## config.mk

```make
export PLATFORM = sky130hd
export DESIGN_NAME = srps_ctrl_flat
export DESIGN_NICKNAME = d
export VERILOG_FILES = /design/src/hw/srps_pkg.sv /design/src/hw/srps_if.sv /design/src/hw/srps_ctrl.sv /design/src/flat_wrapper.sv
export VERILOG_INCLUDE_DIRS = /design/src /design/src/hw
export SDC_FILE = /design/constraint.sdc
export NUM_CORES = 1
export LEC_CHECK = 0
export ABC_CLOCK_PERIOD_IN_PS = 4300
export BUFFER_PORTS_ARGS = -buffer_cell sky130_fd_sc_hd__buf_2
export CORE_UTILIZATION = 35
export CTS_CLUSTER_SIZE = 30
export DETAILED_ROUTE_END_ITERATION = 6
export PLACE_DENSITY = 0.62
export SYNTH_ARGS = -nofsm -noshare
export SYNTH_HDL_FRONTEND = slang
export SYNTH_SLANG_ARGS = --single-unit
```

## constraint.sdc

```tcl
create_clock -name i_clk -period 4.3 [get_ports i_clk]
set_clock_uncertainty 0.15 [all_clocks]
set_input_delay 0.86 -clock i_clk [delete_from_list [all_inputs] [get_ports i_clk]]
set_output_delay 0.86 -clock i_clk [all_outputs]
set_load 0.05 [all_outputs]
```

## src/hw/srps_cfg.svh

```systemverilog
// Timing figures, pin patterns and sizes shared by both ends of the refresh and power link.
`ifndef SRPS_CFG_SVH
`define SRPS_CFG_SVH

// ---------------------------------------------------------------
// Clock and times in their own units
// ---------------------------------------------------------------
`define SRPS_CLK_MHZ 250
`define SRPS_T_REF_MS 64
`define SRPS_T_RFC_NS 80
`define SRPS_T_XSR_NS 120
`define SRPS_T_RAS_NS 42
`define SRPS_T_RP_NS 18
`define SRPS_T_SR_INT_NS 15625
`define SRPS_ROWS 4096
`define SRPS_BURST_LEN 4
`define SRPS_XSR_MIN_CLK 2

// ---------------------------------------------------------------
// Cycle counts derived from the times
// ---------------------------------------------------------------
`define SRPS_CYC_MIN(ns) ((((ns) * `SRPS_CLK_MHZ) + 999) / 1000)
`define SRPS_CYC_MAX(ns) ((((ns) * `SRPS_CLK_MHZ) / 1000) < 1 ? 1 : (((ns) * `SRPS_CLK_MHZ) / 1000))
`define SRPS_REF_CYC (`SRPS_T_REF_MS * 1000 * `SRPS_CLK_MHZ)
`define SRPS_RFC_CYC `SRPS_CYC_MIN(`SRPS_T_RFC_NS)
`define SRPS_RAS_CYC `SRPS_CYC_MIN(`SRPS_T_RAS_NS)
`define SRPS_RP_CYC `SRPS_CYC_MIN(`SRPS_T_RP_NS)
`define SRPS_XSR_CYC (`SRPS_CYC_MIN(`SRPS_T_XSR_NS) < `SRPS_XSR_MIN_CLK ? `SRPS_XSR_MIN_CLK : `SRPS_CYC_MIN(`SRPS_T_XSR_NS))
`define SRPS_SR_INT_CYC `SRPS_CYC_MAX(`SRPS_T_SR_INT_NS)

// ---------------------------------------------------------------
// Command pins {cs_n, ras_n, cas_n, we_n}
// ---------------------------------------------------------------
`define SRPS_PIN_INH 4'hf
`define SRPS_PIN_NOP 4'h7
`define SRPS_PIN_ACT 4'h3
`define SRPS_PIN_RD 4'h5
`define SRPS_PIN_WR 4'h4
`define SRPS_PIN_PRE 4'h2
`define SRPS_PIN_REF 4'h1
`define SRPS_PIN_BST 4'h6
`define SRPS_PIN_LMR 4'h0

`endif

```

## src/hw/srps_pkg.sv

```systemverilog
// Types and the command decoder shared by both ends.
`include "srps_cfg.svh"

package srps_pkg;

    // ---------------------------------------------------------------
    // Commands, device states and controller states
    // ---------------------------------------------------------------
    typedef enum logic [3:0] {CMD_INH, CMD_NOP, CMD_ACT, CMD_RD, CMD_WR, CMD_PRE,
                              CMD_REF, CMD_BST, CMD_LMR} srps_cmd_e;

    typedef enum logic [2:0] {DS_RUN, DS_SUSP, DS_PPD, DS_APD, DS_SELF, DS_DEEP,
                              DS_UNINIT} srps_dst_e;

    typedef enum logic [2:0] {CS_IDLE, CS_PRE, CS_REF, CS_PD, CS_SR, CS_XSR, CS_DEEP,
                              CS_INIT} srps_cst_e;

    // Turns the four command pins into a command; a high select is always an inhibit.
    function automatic srps_cmd_e srps_decode(input logic [3:0] pins);
        srps_cmd_e c;
        case (pins)
            `SRPS_PIN_NOP: c = CMD_NOP;
            `SRPS_PIN_ACT: c = CMD_ACT;
            `SRPS_PIN_RD: c = CMD_RD;
            `SRPS_PIN_WR: c = CMD_WR;
            `SRPS_PIN_PRE: c = CMD_PRE;
            `SRPS_PIN_REF: c = CMD_REF;
            `SRPS_PIN_BST: c = CMD_BST;
            `SRPS_PIN_LMR: c = CMD_LMR;
            default: c = CMD_INH;
        endcase
        return c;
    endfunction : srps_decode

endpackage : srps_pkg

```

## src/hw/srps_if.sv

```systemverilog
// Command and clock-enable pins between the memory controller and the memory.
interface srps_if;
    logic cke;
    logic cs_n;
    logic ras_n;
    logic cas_n;
    logic we_n;

    modport ctrl (output cke, output cs_n, output ras_n, output cas_n, output we_n);
    modport dram (input cke, input cs_n, input ras_n, input cas_n, input we_n);
endinterface : srps_if

```

## src/hw/srps_ctrl.sv

```systemverilog
// Controller end: refresh scheduling and power-state requests on the command and clock-enable pins.
`include "srps_cfg.svh"

module srps_ctrl #(
    parameter int unsigned REF_CYC = `SRPS_REF_CYC,
    parameter int unsigned ROWS = `SRPS_ROWS,
    parameter bit REF_BURST = 1'b0,
    parameter int unsigned RFC_CYC = `SRPS_RFC_CYC,
    parameter int unsigned RP_CYC = `SRPS_RP_CYC,
    parameter int unsigned RAS_CYC = `SRPS_RAS_CYC,
    parameter int unsigned XSR_CYC = `SRPS_XSR_CYC,
    parameter int unsigned BURST_LEN = `SRPS_BURST_LEN
) (
    // Clock and reset
    input wire logic i_clk,
    input wire logic i_resetn,
    // Row and burst requests
    input wire logic i_open_row,
    input wire logic i_close_row,
    input wire logic i_read,
    input wire logic i_suspend,
    // Low-power requests and initialization done
    input wire logic i_pd_req,
    input wire logic i_sr_req,
    input wire logic i_deep_req,
    input wire logic i_init_done,
    // Status
    output srps_pkg::srps_cst_e o_state,
    output logic [13:0] o_pend,
    output logic o_row_open,
    // Memory pins
    srps_if.ctrl bus
);

    localparam int unsigned REFI = REF_CYC / ROWS;

    // ---------------------------------------------------------------
    // Registers and next values
    // ---------------------------------------------------------------
    srps_pkg::srps_cst_e st_ff;
    srps_pkg::srps_cst_e nxt_st;
    logic [3:0] pins_ff;
    logic [3:0] nxt_pins;
    logic cke_ff;
    logic nxt_cke;
    logic cke_d_ff;
    logic [15:0] wait_ff;
    logic [15:0] nxt_wait;
    logic row_open_ff;
    logic nxt_row;
    logic [7:0] burst_ff;
    logic [23:0] refi_ff;
    logic [23:0] refresh_period_ff;
    logic [13:0] pend_ff;
    logic [13:0] add;
    logic burst_on;
    logic can_ref;
    logic idle_ok;
    logic ref_fire;
    logic rd_fire;
    logic sched_hold;

    assign burst_on = burst_ff != 8'h00;
    assign can_ref = (pend_ff != 14'h0000) && !burst_on;
    assign idle_ok = !burst_on && !row_open_ff;

    // ---------------------------------------------------------------
    // Command sequencer
    // ---------------------------------------------------------------
    // Priority in idle: due refresh, deep power-down, self refresh, power-down,
    // then row and burst requests. Refresh first keeps the deadline safe.
    always_comb begin
        nxt_st = st_ff;
        nxt_pins = `SRPS_PIN_NOP;
        nxt_cke = 1'b1;
        nxt_wait = (wait_ff != 16'h0000) ? wait_ff - 16'h0001 : wait_ff;
        nxt_row = row_open_ff;
        ref_fire = 1'b0;
        rd_fire = 1'b0;
        case (st_ff)
            srps_pkg::CS_IDLE: begin
                // Suspend is dropped once a refresh falls due.
                nxt_cke = !(i_suspend && burst_on && pend_ff == 14'h0000);
                if (can_ref && row_open_ff) begin
                    nxt_pins = `SRPS_PIN_PRE;
                    nxt_row = 1'b0;
                    nxt_wait = 16'(RP_CYC - 1);
                    nxt_st = srps_pkg::CS_PRE;
                end else if (can_ref) begin
                    nxt_pins = `SRPS_PIN_REF;
                    ref_fire = 1'b1;
                    nxt_wait = 16'(RFC_CYC - 1);
                    nxt_st = srps_pkg::CS_REF;
                end else if (i_deep_req && idle_ok) begin
                    nxt_pins = `SRPS_PIN_BST;
                    nxt_cke = 1'b0;
                    nxt_st = srps_pkg::CS_DEEP;
                end else if (i_sr_req && idle_ok) begin
                    nxt_pins = `SRPS_PIN_REF;
                    nxt_cke = 1'b0;
                    nxt_wait = 16'(RAS_CYC - 1);
                    nxt_st = srps_pkg::CS_SR;
                end else if (i_pd_req && !burst_on) begin
                    nxt_cke = 1'b0;
                    nxt_st = srps_pkg::CS_PD;
                end else if (i_read && row_open_ff && !burst_on) begin
                    nxt_pins = `SRPS_PIN_RD;
                    rd_fire = 1'b1;
                end else if (i_open_row && !row_open_ff) begin
                    nxt_pins = `SRPS_PIN_ACT;
                    nxt_row = 1'b1;
                end else if (i_close_row && row_open_ff && !burst_on) begin
                    nxt_pins = `SRPS_PIN_PRE;
                    nxt_row = 1'b0;
                    nxt_wait = 16'(RP_CYC - 1);
                    nxt_st = srps_pkg::CS_PRE;
                end
            end
            srps_pkg::CS_PRE: begin
                // Recovery after precharge; a refresh waiting on it goes out next.
                if (wait_ff == 16'h0000) begin
                    if (pend_ff != 14'h0000) begin
                        nxt_pins = `SRPS_PIN_REF;
                        ref_fire = 1'b1;
                        nxt_wait = 16'(RFC_CYC - 1);
                        nxt_st = srps_pkg::CS_REF;
                    end else begin
                        nxt_st = srps_pkg::CS_IDLE;
                    end
                end
            end
            srps_pkg::CS_REF: begin
                if (wait_ff == 16'h0000) begin
                    nxt_st = srps_pkg::CS_IDLE;
                end
            end
            srps_pkg::CS_PD: begin
                nxt_cke = 1'b0;
                if (!i_pd_req || pend_ff != 14'h0000) begin
                    nxt_cke = 1'b1;
                    nxt_st = srps_pkg::CS_IDLE;
                end
            end
            srps_pkg::CS_SR: begin
                nxt_cke = 1'b0;
                if (wait_ff == 16'h0000 && !i_sr_req) begin
                    // The one clock runs throughout, so it is stable before enable rises.
                    nxt_cke = 1'b1;
                    nxt_wait = 16'(XSR_CYC - 1);
                    nxt_st = srps_pkg::CS_XSR;
                end
            end
            srps_pkg::CS_XSR: begin
                if (wait_ff == 16'h0000) begin
                    nxt_st = srps_pkg::CS_IDLE;
                end
            end
            srps_pkg::CS_DEEP: begin
                nxt_cke = 1'b0;
                if (!i_deep_req) begin
                    nxt_cke = 1'b1;
                    nxt_st = srps_pkg::CS_INIT;
                end
            end
            srps_pkg::CS_INIT: begin
                // The mode load closes the external initialization sequence.
                if (i_init_done) begin
                    nxt_pins = `SRPS_PIN_LMR;
                    nxt_st = srps_pkg::CS_IDLE;
                end
            end
            default: nxt_st = srps_pkg::CS_IDLE;
        endcase
    end

    // Pin and state registers; the pins come straight from flip-flops.
    always_ff @(posedge i_clk or negedge i_resetn) begin
        if (!i_resetn) begin
            st_ff <= srps_pkg::CS_IDLE;
            pins_ff <= `SRPS_PIN_NOP;
            cke_ff <= 1'b1;
            cke_d_ff <= 1'b1;
            wait_ff <= 16'h0000;
            row_open_ff <= 1'b0;
        end else begin
            st_ff <= nxt_st;
            pins_ff <= nxt_pins;
            cke_ff <= nxt_cke;
            cke_d_ff <= cke_ff;
            wait_ff <= nxt_wait;
            row_open_ff <= nxt_row;
        end
    end

    // ---------------------------------------------------------------
    // Burst tracking
    // ---------------------------------------------------------------
    // Mirrors the memory: an edge after a sampled low enable does not count.
    always_ff @(posedge i_clk or negedge i_resetn) begin
        if (!i_resetn) begin
            burst_ff <= 8'h00;
        end else if (rd_fire) begin
            burst_ff <= 8'(BURST_LEN + 1);
        end else if (burst_on && cke_d_ff) begin
            burst_ff <= burst_ff - 8'h01;
        end
    end

    // ---------------------------------------------------------------
    // Refresh scheduler
    // ---------------------------------------------------------------
    // Held while the memory refreshes itself or is off; it restarts a full interval
    // (REFI, or REF_CYC in burst mode) on leaving, since both refresh kinds share one row counter.
    assign sched_hold = (st_ff == srps_pkg::CS_SR) || (st_ff == srps_pkg::CS_XSR) ||
                        (st_ff == srps_pkg::CS_DEEP) || (st_ff == srps_pkg::CS_INIT);

    always_comb begin
        add = 14'h0000;
        if (REF_BURST && refresh_period_ff == 24'h000000) begin
            add = 14'(ROWS);
        end else if (!REF_BURST && refi_ff == 24'h000000) begin
            add = 14'h0001;
        end
    end

    always_ff @(posedge i_clk or negedge i_resetn) begin
        if (!i_resetn) begin
            refi_ff <= 24'h000000;
            refresh_period_ff <= 24'h000000;
            pend_ff <= 14'h0000;
        end else if (sched_hold) begin
            refi_ff <= 24'(REFI - 1);
            refresh_period_ff <= 24'(REF_CYC - 1);
            pend_ff <= 14'h0000;
        end else begin
            refi_ff <= (refi_ff == 24'h000000) ? 24'(REFI - 1) : refi_ff - 24'h000001;
            refresh_period_ff <= (refresh_period_ff == 24'h000000) ? 24'(REF_CYC - 1) : refresh_period_ff - 24'h000001;
            // A new due refresh in the same cycle as an issue is not lost.
            pend_ff <= pend_ff + add - {13'h0000, ref_fire};
        end
    end

    assign bus.cke = cke_ff;
    assign bus.cs_n = pins_ff[3];
    assign bus.ras_n = pins_ff[2];
    assign bus.cas_n = pins_ff[1];
    assign bus.we_n = pins_ff[0];
    assign o_state = st_ff;
    assign o_pend = pend_ff;
    assign o_row_open = row_open_ff;

endmodule : srps_ctrl

```

## src/flat_wrapper.sv

```systemverilog
// flat-port wrapper written by rule: the top's interface ports become plain ports
module srps_ctrl_flat 
#(
    parameter int unsigned REF_CYC = `SRPS_REF_CYC,
    parameter int unsigned ROWS = `SRPS_ROWS,
    parameter bit REF_BURST = 1'b0,
    parameter int unsigned RFC_CYC = `SRPS_RFC_CYC,
    parameter int unsigned RP_CYC = `SRPS_RP_CYC,
    parameter int unsigned RAS_CYC = `SRPS_RAS_CYC,
    parameter int unsigned XSR_CYC = `SRPS_XSR_CYC,
    parameter int unsigned BURST_LEN = `SRPS_BURST_LEN
)
  (i_clk, i_resetn, i_open_row, i_close_row, i_read, i_suspend, i_pd_req, i_sr_req, i_deep_req, i_init_done, o_state, o_pend, o_row_open, bus_cke, bus_cs_n, bus_ras_n, bus_cas_n, bus_we_n);
  srps_if bus_i ();
  input wire logic i_clk;
  input wire logic i_resetn;
  input wire logic i_open_row;
  input wire logic i_close_row;
  input wire logic i_read;
  input wire logic i_suspend;
  input wire logic i_pd_req;
  input wire logic i_sr_req;
  input wire logic i_deep_req;
  input wire logic i_init_done;
  output srps_pkg::srps_cst_e o_state;
  output logic [13:0] o_pend;
  output logic o_row_open;
  output wire logic [$bits(bus_i.cke)-1:0] bus_cke;
  output wire logic [$bits(bus_i.cs_n)-1:0] bus_cs_n;
  output wire logic [$bits(bus_i.ras_n)-1:0] bus_ras_n;
  output wire logic [$bits(bus_i.cas_n)-1:0] bus_cas_n;
  output wire logic [$bits(bus_i.we_n)-1:0] bus_we_n;
  assign bus_cke = bus_i.cke;
  assign bus_cs_n = bus_i.cs_n;
  assign bus_ras_n = bus_i.ras_n;
  assign bus_cas_n = bus_i.cas_n;
  assign bus_we_n = bus_i.we_n;
  srps_ctrl #(.REF_CYC(REF_CYC), .ROWS(ROWS), .REF_BURST(REF_BURST), .RFC_CYC(RFC_CYC), .RP_CYC(RP_CYC), .RAS_CYC(RAS_CYC), .XSR_CYC(XSR_CYC), .BURST_LEN(BURST_LEN)) u_core (.i_clk(i_clk), .i_resetn(i_resetn), .i_open_row(i_open_row), .i_close_row(i_close_row), .i_read(i_read), .i_suspend(i_suspend), .i_pd_req(i_pd_req), .i_sr_req(i_sr_req), .i_deep_req(i_deep_req), .i_init_done(i_init_done), .o_state(o_state), .o_pend(o_pend), .o_row_open(o_row_open), .bus(bus_i));
endmodule
```

Word-level counts from Yosys, hierarchy flattened --
Cells that the tools add are included.
Storage, ports and cells: flip-flop bits (word level) 72, output and inout port bits 23, logic and storage cells 147, input port bits 10
Operators by class: $add $sub $neg 5, equal/unequal tests 21, reduce and logical (&&, ||, !) cells 36, muxes and demuxes 76
Operators with widths (number):
- $mux W16 | 12
- $mux W3 | 17
- $mux W24 | 2
- $pmux W16 S3 | 1
- $mux W4 | 8
- $mux W1 | 28
- $logic_not A24 Y1 | 1
- $sub A24 B1 Y24 const B | 1
- $pmux W3 S7 | 1
- $logic_not A16 Y1 | 1
- $mux W8 | 2
- $ne A2 B1 Y1 const B | 8
- $reduce_bool A16 Y1 | 1
- $sub A16 B1 Y16 const B | 1
- $logic_and A1 B1 Y1 | 15
- $add A14 B1 Y14 | 1
- $logic_not A14 Y1 | 1
- $mux W14 | 1
- $ne A7 B2 Y1 const B | 2
- $reduce_bool A14 Y1 | 1
- $sub A14 B1 Y14 | 1
- $eq A3 B3 Y1 const B | 4
- $pmux W4 S3 | 1
- $reduce_and A9 Y1 | 1
- other kinds (16) | 26

Logic depth before layout (Yosys ltp) --
Gate-level depths: netlist of run 1.
depth in word-level cells 12, depth in mapped cells 17, gate-level depth less buffers 16

Worst setup path before layout of run 1 --
OpenSTA, ideal clock, no wires.
kind register -> register, from reg u_core.pend_ff[2], in the netlist u_core.o_pend[2], to reg u_core.pend_ff[12], in the netlist u_core.o_pend[12], stages on the path, launching flop included 18, library setup time 0.125 ns, period minus slack after synthesis 3.915 ns, path slack 0.385 ns, buffers on the path 1, arrival time 3.640 ns, required time 4.025 ns, path through dfrtp_1 inv_1 ha_1 and4_1 nand2_1 clkbuf_1 nand2_1 a21oi_1 ha_1 inv_1 ha_1 fa_1 a21oi_1 o21ai_0 nand2_1 a221oi_1 a211oi_1 mux2_2
Between the ends: longest elaborated chain between the ends 7, elaborated cells between the ends (all ways) 11, classes of those cells add/sub (2); mux (6); reduce/logical (3)
RTL lines:
- start, declared | RTL line srps_ctrl.sv:54 | logic [13:0] pend_ff;
- start signal, assigned | RTL line srps_ctrl.sv:239 | pend_ff <= pend_ff + add - {13'h0000, ref_fire};
- branches (longest 5 deep; another with $add A14 B1 Y14)
- $sub A14 B1 Y14 * | RTL line srps_ctrl.sv:239
- $mux W14 * | RTL line srps_ctrl.sv:231 | end else if (sched_hold) begin
Every way passes the cells marked *. A chain may end at the register's enable or synchronous reset.

Final worst setup path of run 1 --
from reg u_core.wait_ff[0], to reg u_core.pend_ff[12], in the netlist u_core.o_pend[12]
Between the ends: longest elaborated chain between the ends 5
RTL lines:
- start, declared | RTL line srps_ctrl.sv:47 | logic [15:0] wait_ff;
- start signal, assigned | RTL line srps_ctrl.sv:190 | wait_ff <= nxt_wait;
- $logic_not A16 Y1 | RTL line srps_ctrl.sv:121 | if (wait_ff == 16'h0000) begin
- $mux W1 | RTL line srps_ctrl.sv:121
- $pmux W1 S2 | RTL line srps_ctrl.sv:80 | case (st_ff)
- $sub A14 B1 Y14 | RTL line srps_ctrl.sv:239
- $mux W14 | RTL line srps_ctrl.sv:231
No other way between the ends.

==> metrics.txt, run 1 <==
final hold slack=0.223 ns; fin crit share=0.898; row cnt=40; first-pass GRT wire length=around 17000 µm; Distinct cells, synth=between 60 and 70; root buf cell=clkbuf_16; Wirelength per Cell=approximately 14 µm; CTS Hold Bufs=0; placed insts=between 600 and 700; Post-synth EDFFs=0; CP startpoint kind=register; syn avg cell area=around 8.9 µm²; DR vias/cell=about 5; initial antenna violation count=0; RSZ-0062 raised after global routing=no; syn_nets=between 500 and 600; P per Cell Area=848 nW/µm²; CP required=~4.4 ns; setup_tns=0 ns; largest net degree at the start of global routing=36; slowest CP cell=dfrtp_1; Final #Nets=around 570; post-place setup slack=about 0.44 ns; yosys warns=0; Clock Tree Buf Depth=2; cts bufs inserted=9; Vias=around 3.6k; Tot Pwr=4.31 mW; number of buffers and inverters on the critical path=2; most frequent CP cell=ha_1; Synth area leaders=dfrtp_1, ha_1, nor2_1; Setup WS post-layout=0.439 ns; port buffer count=31; IO Pins=33; H-tree levels=3; CTS sink count=71; CP max FO=4; share of cells above drive strength 1=0.136; Die Area=approximately 13000 µm²; GPL Wtd Cong=approximately 0.87; initial core utilization=0.363; register area share after synthesis=0.405; number of max-cap violations=0; ant diodes=0; Achievable Freq=259 MHz; CP top delay family=adder cells; fillcell total=approximately 1.2k; #FFs+latches synth=a little over 70; Slew HR=0.459; top_reg_cell synth=dfrtp_1; post-synth top area share=0.375; ANT nets after route=0; post_cts resized=0; Reg2Reg Setup Slack=0.44 ns; Area Growth Syn to Fin=15.4%; clock latency on the worst-skew pair=roughly 0.33 ns; remaining global-route overflow=0; minimum clock period=roughly 3.9 ns; Worst-path clk slew=0.06 ns; Netlist Area Pre-Place=around 4400 µm²; vias in the first global route=3596; Die Y=about 110 µm; delay of the slowest critical-path stage=0.41 ns; Tightest Hold Check Type=reg2reg; drt total wl=9790 µm; total track usage=0.161; Die X=114 µm; DRT iter0 DRCs=~210; arrival time at the worst endpoint=3.93 ns; DP HPWL=roughly 7000 µm; Post-Syn Instances=494; DRC=0; status=finished, final reports clean; design area=~5100 µm²; worst vdd ir=0.000435 V; dpl cell area=approximately 4800 µm²; Async SR Flop Fraction=1.00; final count of hold timing violations=0; critical setup path kind=reg2reg; worst-path cell chain=inv_1 > ha_1 > nor4b_1 > nand4_1 > or2_2 > a21oi_1 > ha_1 > inv_1 > ha_1 > fa_1 > a21oi_1 > o21ai_0 > nand2_1 > a221oi_1 > a211oi_1 > mux2_2; clock tree from TritonCTS=built; dominant cell type by area after synthesis=dfrtp_1; worst-margin pin slew=between 0.8 and 0.9 ns; Util after Layout=0.419; drt first pass iters=4; core area=~12000 µm²; CP Capture Type=register; post-CTS setup buffers=0; Leakage=2.27 nW; Pins Over Slew Limit=0; Cell Count, Final, Fillers Out=about 700; Setup-failing EPs final=0
cells in the final DEF, fill, tap and decap left out, types with 3 or more instances in the layout:
| master | Yosys | layout |
|---|---|---|
| a21o_1 | 7 | 7 |
| inv_1 | 27 | 27 |
| clkbuf_16 | 0 | 9 |
| nor2b_1 | 9 | 9 |
| dfrtp_1 | 66 | 66 |
| nand2b_1 | 5 | 5 |
| o21ai_0 | 16 | 16 |
| xor2_1 | 18 | 18 |
| nand3_1 | 7 | 7 |
| and3_1 | 3 | 3 |
| nand3b_1 | 6 | 6 |
| dfstp_2 | 5 | 5 |
| o211ai_1 | 4 | 4 |
| xnor2_1 | 31 | 31 |
| a31oi_1 | 4 | 4 |
| a21oi_1 | 18 | 18 |
| ha_1 | 25 | 25 |
| nand2_1 | 44 | 44 |
| nand4_1 | 3 | 3 |
| o31ai_1 | 3 | 3 |
| nor3b_1 | 3 | 3 |
| or4_1 | 4 | 4 |
| nor4b_1 | 4 | 4 |
| buf_2 | 0 | 31 |
| or3_1 | 6 | 6 |
| nor3_1 | 19 | 19 |
| buf_4 | 1 | 12 |
| o21bai_1 | 3 | 3 |
| and2_1 | 5 | 5 |
| a221oi_1 | 3 | 3 |
| nor2_1 | 80 | 80 |
| nor4_1 | 11 | 11 |
cells by family (layout without fill, tap and decap cells):
kind of cell / count (synthesis) / count (layout) / synth area share
multiplexers: 3 / 3 / 0.00739
AO/OA/AOI/OAI: 78 / 78 / 0.117
adder cells (fa/ha/maj): 26 / 26 / 0.0756
AND/OR/NAND/NOR: 221 / 221 / 0.252
flip-flops: 71 / 71 / 0.405
buffers and inverters: 45 / 87 / 0.0446
other: 1 / 1 / 0.000852
XOR/XNOR: 49 / 49 / 0.0975
synth_stat cells (3+ instances only):
cell	count
a21o_1	7
a21oi_1	18
a221oi_1	3
a31oi_1	4
and2_1	5
and3_1	3
clkbuf_1	13
dfrtp_1	66
dfstp_2	5
ha_1	25
inv_1	27
nand2_1	44
nand2b_1	5
nand3_1	7
nand3b_1	6
nand4_1	3
nor2_1	80
nor2b_1	9
nor3_1	19
nor3b_1	3
nor4_1	11
nor4b_1	4
o211ai_1	4
o21ai_0	16
o21bai_1	3
o31ai_1	3
or3_1	6
or4_1	4
xnor2_1	31
xor2_1	18
power breakdown:
part	total, mW	switching, mW	internal (mW)	leakage [nW]
Combinational	2.36	1.46	0.907	1.24
Sequential	1.14	0.216	0.929	0.878
Clock	0.800	0.293	0.507	0.152
Total	4.31	1.96	2.34	2.27
registers in the layout (all words and copies together), names as in the netlist:
name / cells
u_core.burst_ff: 8
u_core.bus.cke: 1
u_core.cke_d_ff: 1
u_core.o_pend: 14
u_core.o_row_open: 1
u_core.o_state: 3
u_core.pins_ff: 3
u_core.refi_ff: 24
u_core.wait_ff: 16
final timing paths:
kind / start / endpoint / depth (start not counted)
max: u_core.wait_ff[0] / u_core.o_pend[12] / 16
min: u_core.bus.cke / u_core.cke_d_ff / 0
max reg2reg: u_core.wait_ff[0] / u_core.o_pend[12] / 16
min reg2reg: u_core.bus.cke / u_core.cke_d_ff / 0
max in group asynchronous: i_resetn / u_core.refi_ff[2] / 2
min in group asynchronous: i_resetn / u_core.burst_ff[2] / 1
routing by layer:
metal,vias up,track usage,routed length (µm)
met5,-,0,0
met4,0,0.0719,218
met3,16,0.0307,509
met2,89,0.255,4460
met1,1741,0.215,4600
li1,1771,-,-
cell type report:
| type | instances | area (µm²) | share of cell area |
|---|---|---|---|
| Clock buffer | 10 | 229 | 0.0451 |
| Clock inverter | 6 | 86.3 | 0.0170 |
| Timing Repair Buffer | 43 | 245 | 0.0483 |
| Inverter | 28 | 105 | 0.0207 |
| Tap cell | 168 | 210 | 0.0414 |
| Sequential cell | 71 | 1780 | 0.351 |
| Multi-Input combinational cell | 378 | 2420 | 0.477 |
No activity file was read; power rests on OpenSTA's default activity.
==> inputs of run 2 (changes only) <==
--- a/config.mk
+++ b/config.mk
@@ -6,7 +6,8 @@
 export SDC_FILE = /design/constraint.sdc
 export NUM_CORES = 1
 export LEC_CHECK = 0
-export ABC_CLOCK_PERIOD_IN_PS = 4300
+export ABC_AREA = 1
+export ABC_CLOCK_PERIOD_IN_PS = 3600
 export BUFFER_PORTS_ARGS = -buffer_cell sky130_fd_sc_hd__buf_2
 export CORE_UTILIZATION = 35
 export CTS_CLUSTER_SIZE = 30
==> constraint.sdc (replaced) <==
create_clock -name i_clk -period 3.6 [get_ports i_clk]
set_clock_uncertainty 0.15 [all_clocks]
set_input_delay 0.72 -clock i_clk [delete_from_list [all_inputs] [get_ports i_clk]]
set_output_delay 0.72 -clock i_clk [all_outputs]
set_load 0.05 [all_outputs]
==> run 2 against run 1 <==
Flip-flop and latch count unchanged. First-iteration DRC count grew 56%. Core utilization decreased by 0.57 points. Register-to-register slack got worse by 0.11 ns. Critical endpoint unchanged. Non-clock buffer count fell by 8. Hold slack gained 0.0031 ns. Clock power rose by 39%. Sequential share of layout area is 4.3 points lower. Global-route usage rose by 1.5 points. Critical path type unchanged. Maximum frequency is 18% higher. Largest cell class unchanged. Final area increased by 14%.
==> metrics.txt, run 2 <==
delay of the slowest critical-path stage=between 0.3 and 0.4 ns; ant diodes=0; top_reg_cell synth=dfrtp_1; Vias=4536; Area Growth Syn to Fin=14.3%; Achievable Freq=about 310 MHz; final count of hold timing violations=0; largest net degree at the start of global routing=72; DP HPWL=slightly below 9000 µm; Clock Tree Buf Depth=2; dominant cell type by area after synthesis=dfrtp_1; most common cell after layout, fill and taps aside=nand2_1; Netlist Area Pre-Place=5060 µm²; arrival time at the worst endpoint=about 3.4 ns; Util after Layout=0.414; number of max-cap violations=0; core area=between 10000 and 15000 µm²; Slew HR=0.386; Die Area=14900 µm²; root buf cell=clkbuf_16; fillcell total=1473; Reg2Reg Setup Slack=roughly 0.33 ns; hold depth=0; Post-Syn Instances=720; RSZ-0062 raised after global routing=no; Post-synth EDFFs=0; commonest cells in the netlist=nand2_1, nor2_1, inv_1; status=finished, final reports clean; post-synth top area share=0.326; worst-margin pin slew=0.922 ns; DR vias/cell=between 4 and 5; critical setup path kind=reg2reg; CP startpoint kind=register; DRC=0; RR Startpoint=u_core.o_pend[4]; total track usage=0.176; CP top delay family=adder cells; Wirelength per Cell=12.7 µm; worst vdd ir=about 0.00062 V; largest reg by FF count=u_core.refi_ff; GPL Wtd Cong=roughly 0.86; P per Cell Area=approximately 1000 nW/µm²; DRT iter0 DRCs=325; Pins Over Slew Limit=0; count leader, synth=nand2_1; Setup-failing EPs final=0; CTS Hold Bufs=0; Distinct cells, synth=38; syn_nets=756; vias in the first global route=4328; Leakage=roughly 3.0 nW; fin crit share=0.907; CP Capture Type=register; Worst Setup SP=u_core.o_pend[4]; number of buffers and inverters on the critical path=5; max reg flops=24; worst-path cell chain=inv_1 > ha_1 > nand2_1 > nor2_1 > nand2_2 > inv_2 > nor2_2 > inv_1 > nor2_1 > inv_1 > nand2_1 > ha_1 > inv_1 > ha_1 > fa_2 > a21oi_1 > o21ai_1 > nand3_1 > nand3_1 > nand2_1 > nand2_1 > nor2_1; Storage cell area=about 1800 µm²; CP max FO=5; IO Pins=33; final hold slack=roughly 0.23 ns; Critical R2R Capture=u_core.o_pend[12]; post-CTS setup buffers=0; row cnt=43; Worst Hold Path EP=u_core.cke_d_ff; ANT nets after route=0; Setup WS post-layout=between 0.3 and 0.4 ns; port buffer count=31; CTS sink count=between 70 and 80; slowest CP cell=dfrtp_1; Die X=between 100 and 150 µm; cts bufs inserted=9; drt first pass iters=5; Final #Nets=792; clock tree from TritonCTS=built; post-place setup slack=roughly 0.10 ns; Synth area leaders=dfrtp_1, nand2_1, nor2_1; Die Y=approximately 120 µm; Worst R2R Path Depth=22; Async SR Flop Fraction=1.00; syn avg cell area=~7 µm²; initial core utilization=0.362; clock latency on the worst-skew pair=around 0.34 ns; first-pass GRT wire length=a little over 20000 µm; area of the multi-input gates=roughly 2900 µm²; #FFs+latches synth=71; setup_tns=0 ns; H-tree levels=3; remaining global-route overflow=0; minimum clock period=between 3 and 4 ns; commonest cells after routing, fill and taps aside=nand2_1, nor2_1, inv_1; yosys warns=0; register area share after synthesis=0.352; min-delay src=u_core.bus.cke; initial antenna violation count=0; Tightest Hold Check Type=reg2reg; CP required=3.72 ns; drt total wl=12000 µm; Worst-path clk slew=~0.060 ns; share of cells above drive strength 1=0.143
-- run 2: worst reg2reg max path: stages, from the launching register on --
cell,delay [ns]
dfrtp_1,0.39
inv_1,0.08
ha_1,0.16
nand2_1,0.06
nor2_1,0.21
nand2_2,0.13
inv_2,0.12
nor2_2,0.07
inv_1,0.06
nor2_1,0.04
inv_1,0.08
nand2_1,0.06
ha_1,0.27
inv_1,0.04
ha_1,0.23
fa_2,0.39
a21oi_1,0.14
o21ai_1,0.12
nand3_1,0.09
nand3_1,0.10
nand2_1,0.07
nand2_1,0.05
nor2_1,0.11
-- run 2: cells by family (layout without fill, tap and decap cells) --
logic type | Yosys count | in the layout | synth area share
AND/OR/NAND/NOR | 431 | 431 | 0.389
buffers and inverters | 108 | 149 | 0.0863
flip-flops | 71 | 71 | 0.352
AO/OA/AOI/OAI | 58 | 58 | 0.0630
adder cells (fa/ha/maj) | 26 | 26 | 0.0658
XOR/XNOR | 25 | 25 | 0.0433
other | 1 | 1 | 0.000741
-- run 2: what timing repair did --
item | 4_1_cts | 5_1_grt
resized for setup | 0 | 6
hold endpoints to repair | 0 | 0
setup endpoints to repair | 0 | 4
-- run 2: layout make-up --
type,instances,area share
tap,180,0.0389
timing repair buffer,35,0.0324
sequential,71,0.308
clock buffer,11,0.0419
multi-input combinational,541,0.493
clock inverter,5,0.0223
inverter,98,0.0636
-- run 2: per-layer routing --
metal,share of wire,track usage,vias up,routed length [µm]
met1,0.49,0.236,2052,5850
met4,0.014,0.0556,0,173
met2,0.45,0.273,100,5360
met5,0,0,-,0
li1,-,-,2366,-
met3,0.050,0.0488,18,599
-- run 2: report_power, final --
| part | switching (mW) | total (mW) | leakage [nW] | internal (mW) |
|---|---|---|---|---|
| logic | 2.42 | 3.55 | 1.93 | 1.13 |
| clock network | 0.347 | 1.11 | 0.180 | 0.767 |
| registers | 0.247 | 1.38 | 0.873 | 1.14 |
| total | 3.02 | 6.05 | 2.98 | 3.03 |
-- run 2: stage by stage --
| step | total power, mW | instances | area, µm² |
|---|---|---|---|
| 6_report | 6.05 | 941 | 5790 |
| 5_1_grt | 6.65 | 941 | 5790 |
| 2_1_floorplan | 4.16 | 720 | 5060 |
| 3_3_place_gp | 4.91 | 925 | 5410 |
| 3_5_place_dp | 4.91 | 925 | 5410 |
| 4_1_cts | 6.08 | 941 | 5780 |
-- run 2: how the worst max path moves through the flow --
stage	to	slack [ns]	cells past startpoint
global route	u_core.o_pend[12]	0.02	22
finish	u_core.o_pend[12]	0.33	22
detailed placement	u_core.o_pend[12]	0.1	22
floorplan	u_core.o_pend[12]	0.26	22
CTS	u_core.o_pend[12]	0.06	22
global placement	u_core.o_pend[12]	0.23	22
==> inputs of run 3 (changes only) <==
--- a/config.mk
+++ b/config.mk
@@ -9,6 +9,7 @@
 export ABC_AREA = 1
 export ABC_CLOCK_PERIOD_IN_PS = 3600
 export BUFFER_PORTS_ARGS = -buffer_cell sky130_fd_sc_hd__buf_2
+export CORE_ASPECT_RATIO = 0.75
 export CORE_UTILIZATION = 35
 export CTS_CLUSTER_SIZE = 30
 export DETAILED_ROUTE_END_ITERATION = 6
==> run 3 against run 2 <==
Hold slack got worse by 0.0087 ns. Setup slack worse by 0.069 ns. Core utilization down 0.41 points. Maximum frequency fell by 2.1%. Clock power down 24%. Routed wire length is 4.8% higher. Final cell count rose by 1.7%. Critical path type unchanged. Largest cell class unchanged. Largest power group unchanged.
==> metrics.txt, run 3 (synthesis gave the netlist of run 2 again) <==
initial antenna violation count=0; Vias=~4.5k; design area=around 5700 µm²; port buffer count=31; clock power share=0.144; setup_tns=0 ns; CP Capture Type=register; first-pass GRT wire length=around 21000 µm; minimum clock period=approximately 3.3 ns; vias in the first global route=roughly 4.2k; final count of hold timing violations=0; share of cells above drive strength 1=0.138; total track usage=0.178; Achievable Freq=~300 MHz; Storage cell area=around 1800 µm²; P per Cell Area=1020 nW/µm²; ant diodes=0; dpl cell area=approximately 5400 µm²; Area Growth Syn to Fin=12.8%; DRT iter0 DRCs=between 300 and 400; slowest CP cell=fa_1; Flop pwr share=0.239; critical setup path kind=reg2reg; Pins Over Slew Limit=0; initial core utilization=0.363; post-place setup slack=around 0.24 ns; IO Pins=33; RSZ-0062 raised after global routing=no; Die Area=15000 µm²; Wirelength per Cell=around 13 µm; Tightest Hold Check Type=reg2reg; Setup-failing EPs final=0; fin crit share=0.926; root buf cell=clkbuf_16; CTS Hold Bufs=0; H-tree levels=3; CTS sink count=71; drt first pass iters=6; DP HPWL=approximately 9500 µm; CP startpoint kind=register; Slew HR=0.384; most common cell after layout, fill and taps aside=nand2_1; number of max-cap violations=0; largest reg by FF count=u_core.refi_ff; commonest cells after routing, fill and taps aside=nand2_1, nor2_1, inv_1; combinational share of power=0.617; remaining global-route overflow=0; arrival time at the worst endpoint=between 3 and 4 ns; final hold slack=approximately 0.22 ns; CP required=~3.7 ns; drt total wl=around 13000 µm; worst-path cell chain=inv_1 > ha_1 > nand2_1 > nor2_1 > nand2_1 > inv_1 > nor2_1 > inv_1 > nor2_1 > inv_1 > nand2_1 > ha_1 > inv_1 > ha_1 > fa_1 > a21oi_1 > o21ai_1 > nand3_1 > nand3_1 > nand2_1 > nand2_1 > nor2_1; Net Sw Power=just over 3 mW; delay of the slowest critical-path stage=roughly 0.46 ns; clock tree from TritonCTS=built; Internal=approximately 2.8 mW; ANT nets after route=0; core area=~14000 µm²; Die X=between 100 and 150 µm; largest net degree at the start of global routing=between 70 and 80; row cnt=37; Die Y=106 µm; Cell Count, Final, Fillers Out=~960; status=finished, final reports clean; Final #Nets=793; worst-margin pin slew=~0.92 ns; Tot Pwr=5.83 mW; CP max FO=5; area of the multi-input gates=around 2800 µm²; Worst-path clk slew=approximately 0.060 ns; Switching Fraction=0.527; DRC=0; cts bufs inserted=9; GPL Wtd Cong=about 0.92; placed insts=roughly 940; clock latency on the worst-skew pair=about 0.34 ns; worst vdd ir=around 0.00032 V; Clock Tree Buf Depth=2; Leakage=between 2 and 3 nW; Setup WS post-layout=roughly 0.26 ns; Util after Layout=0.410; fillcell total=between 1k and 1.5k; max reg flops=24; DR vias/cell=about 4.7
run 3: final timing paths:
kind	start	to	slack (ns)	cells past startpoint
worst min-delay path	u_core.bus.cke	u_core.cke_d_ff	0.22	0
max in group asynchronous	i_resetn	u_core.refi_ff[20]	2.31	1
worst max-delay path	u_core.o_pend[5]	u_core.o_pend[12]	0.26	22
min in group asynchronous	i_resetn	u_core.wait_ff[6]	0.34	1
worst max register to register	u_core.o_pend[5]	u_core.o_pend[12]	0.26	22
worst min register to register	u_core.bus.cke	u_core.cke_d_ff	0.22	0
run 3: timing repair:
item / CTS / global route
setup endpoints to repair: 0 / 3
setup buffers: 0 / 0
resized for setup: 0 / 1
run 3: critical path, delay by kind of cell, from the launching register on:
| family | cells | cell delay [ns] |
|---|---|---|
| adders and majority gates | 4 | 1.10 |
| and+or+nand+nor | 11 | 0.96 |
| DFF | 1 | 0.40 |
| AOI/OAI and AO/OA | 2 | 0.29 |
| buffers and inverters | 5 | 0.36 |
run 3: final cells by class:
cell class / count / area share
multi-input combinational: 541 / 0.498
sequential: 71 / 0.312
inverter: 98 / 0.0645
tap: 195 / 0.0428
clock buffer: 11 / 0.0425
timing repair buffer: 36 / 0.0342
clock inverter: 5 / 0.00570
run 3: layer usage:
metal / track usage / vias up / part of all wire
li1: - / 2369 / -
met1: 0.286 / 2031 / 0.56
met2: 0.238 / 113 / 0.37
met3: 0.0383 / 7 / 0.056
met4: 0.0334 / 0 / 0.0071
met5: 0 / - / 0
run 3: power by group through the flow:
stage	Sequential (mW)	Combinational [mW]	Clock, mW
6_report	1.39	3.59	0.840
3_5_place_dp	1.40	3.55	0
5_1_grt	1.44	4.06	0.894
4_1_cts	1.39	3.57	0.859
3_3_place_gp	1.39	3.55	0
2_1_floorplan	1.77	2.39	0
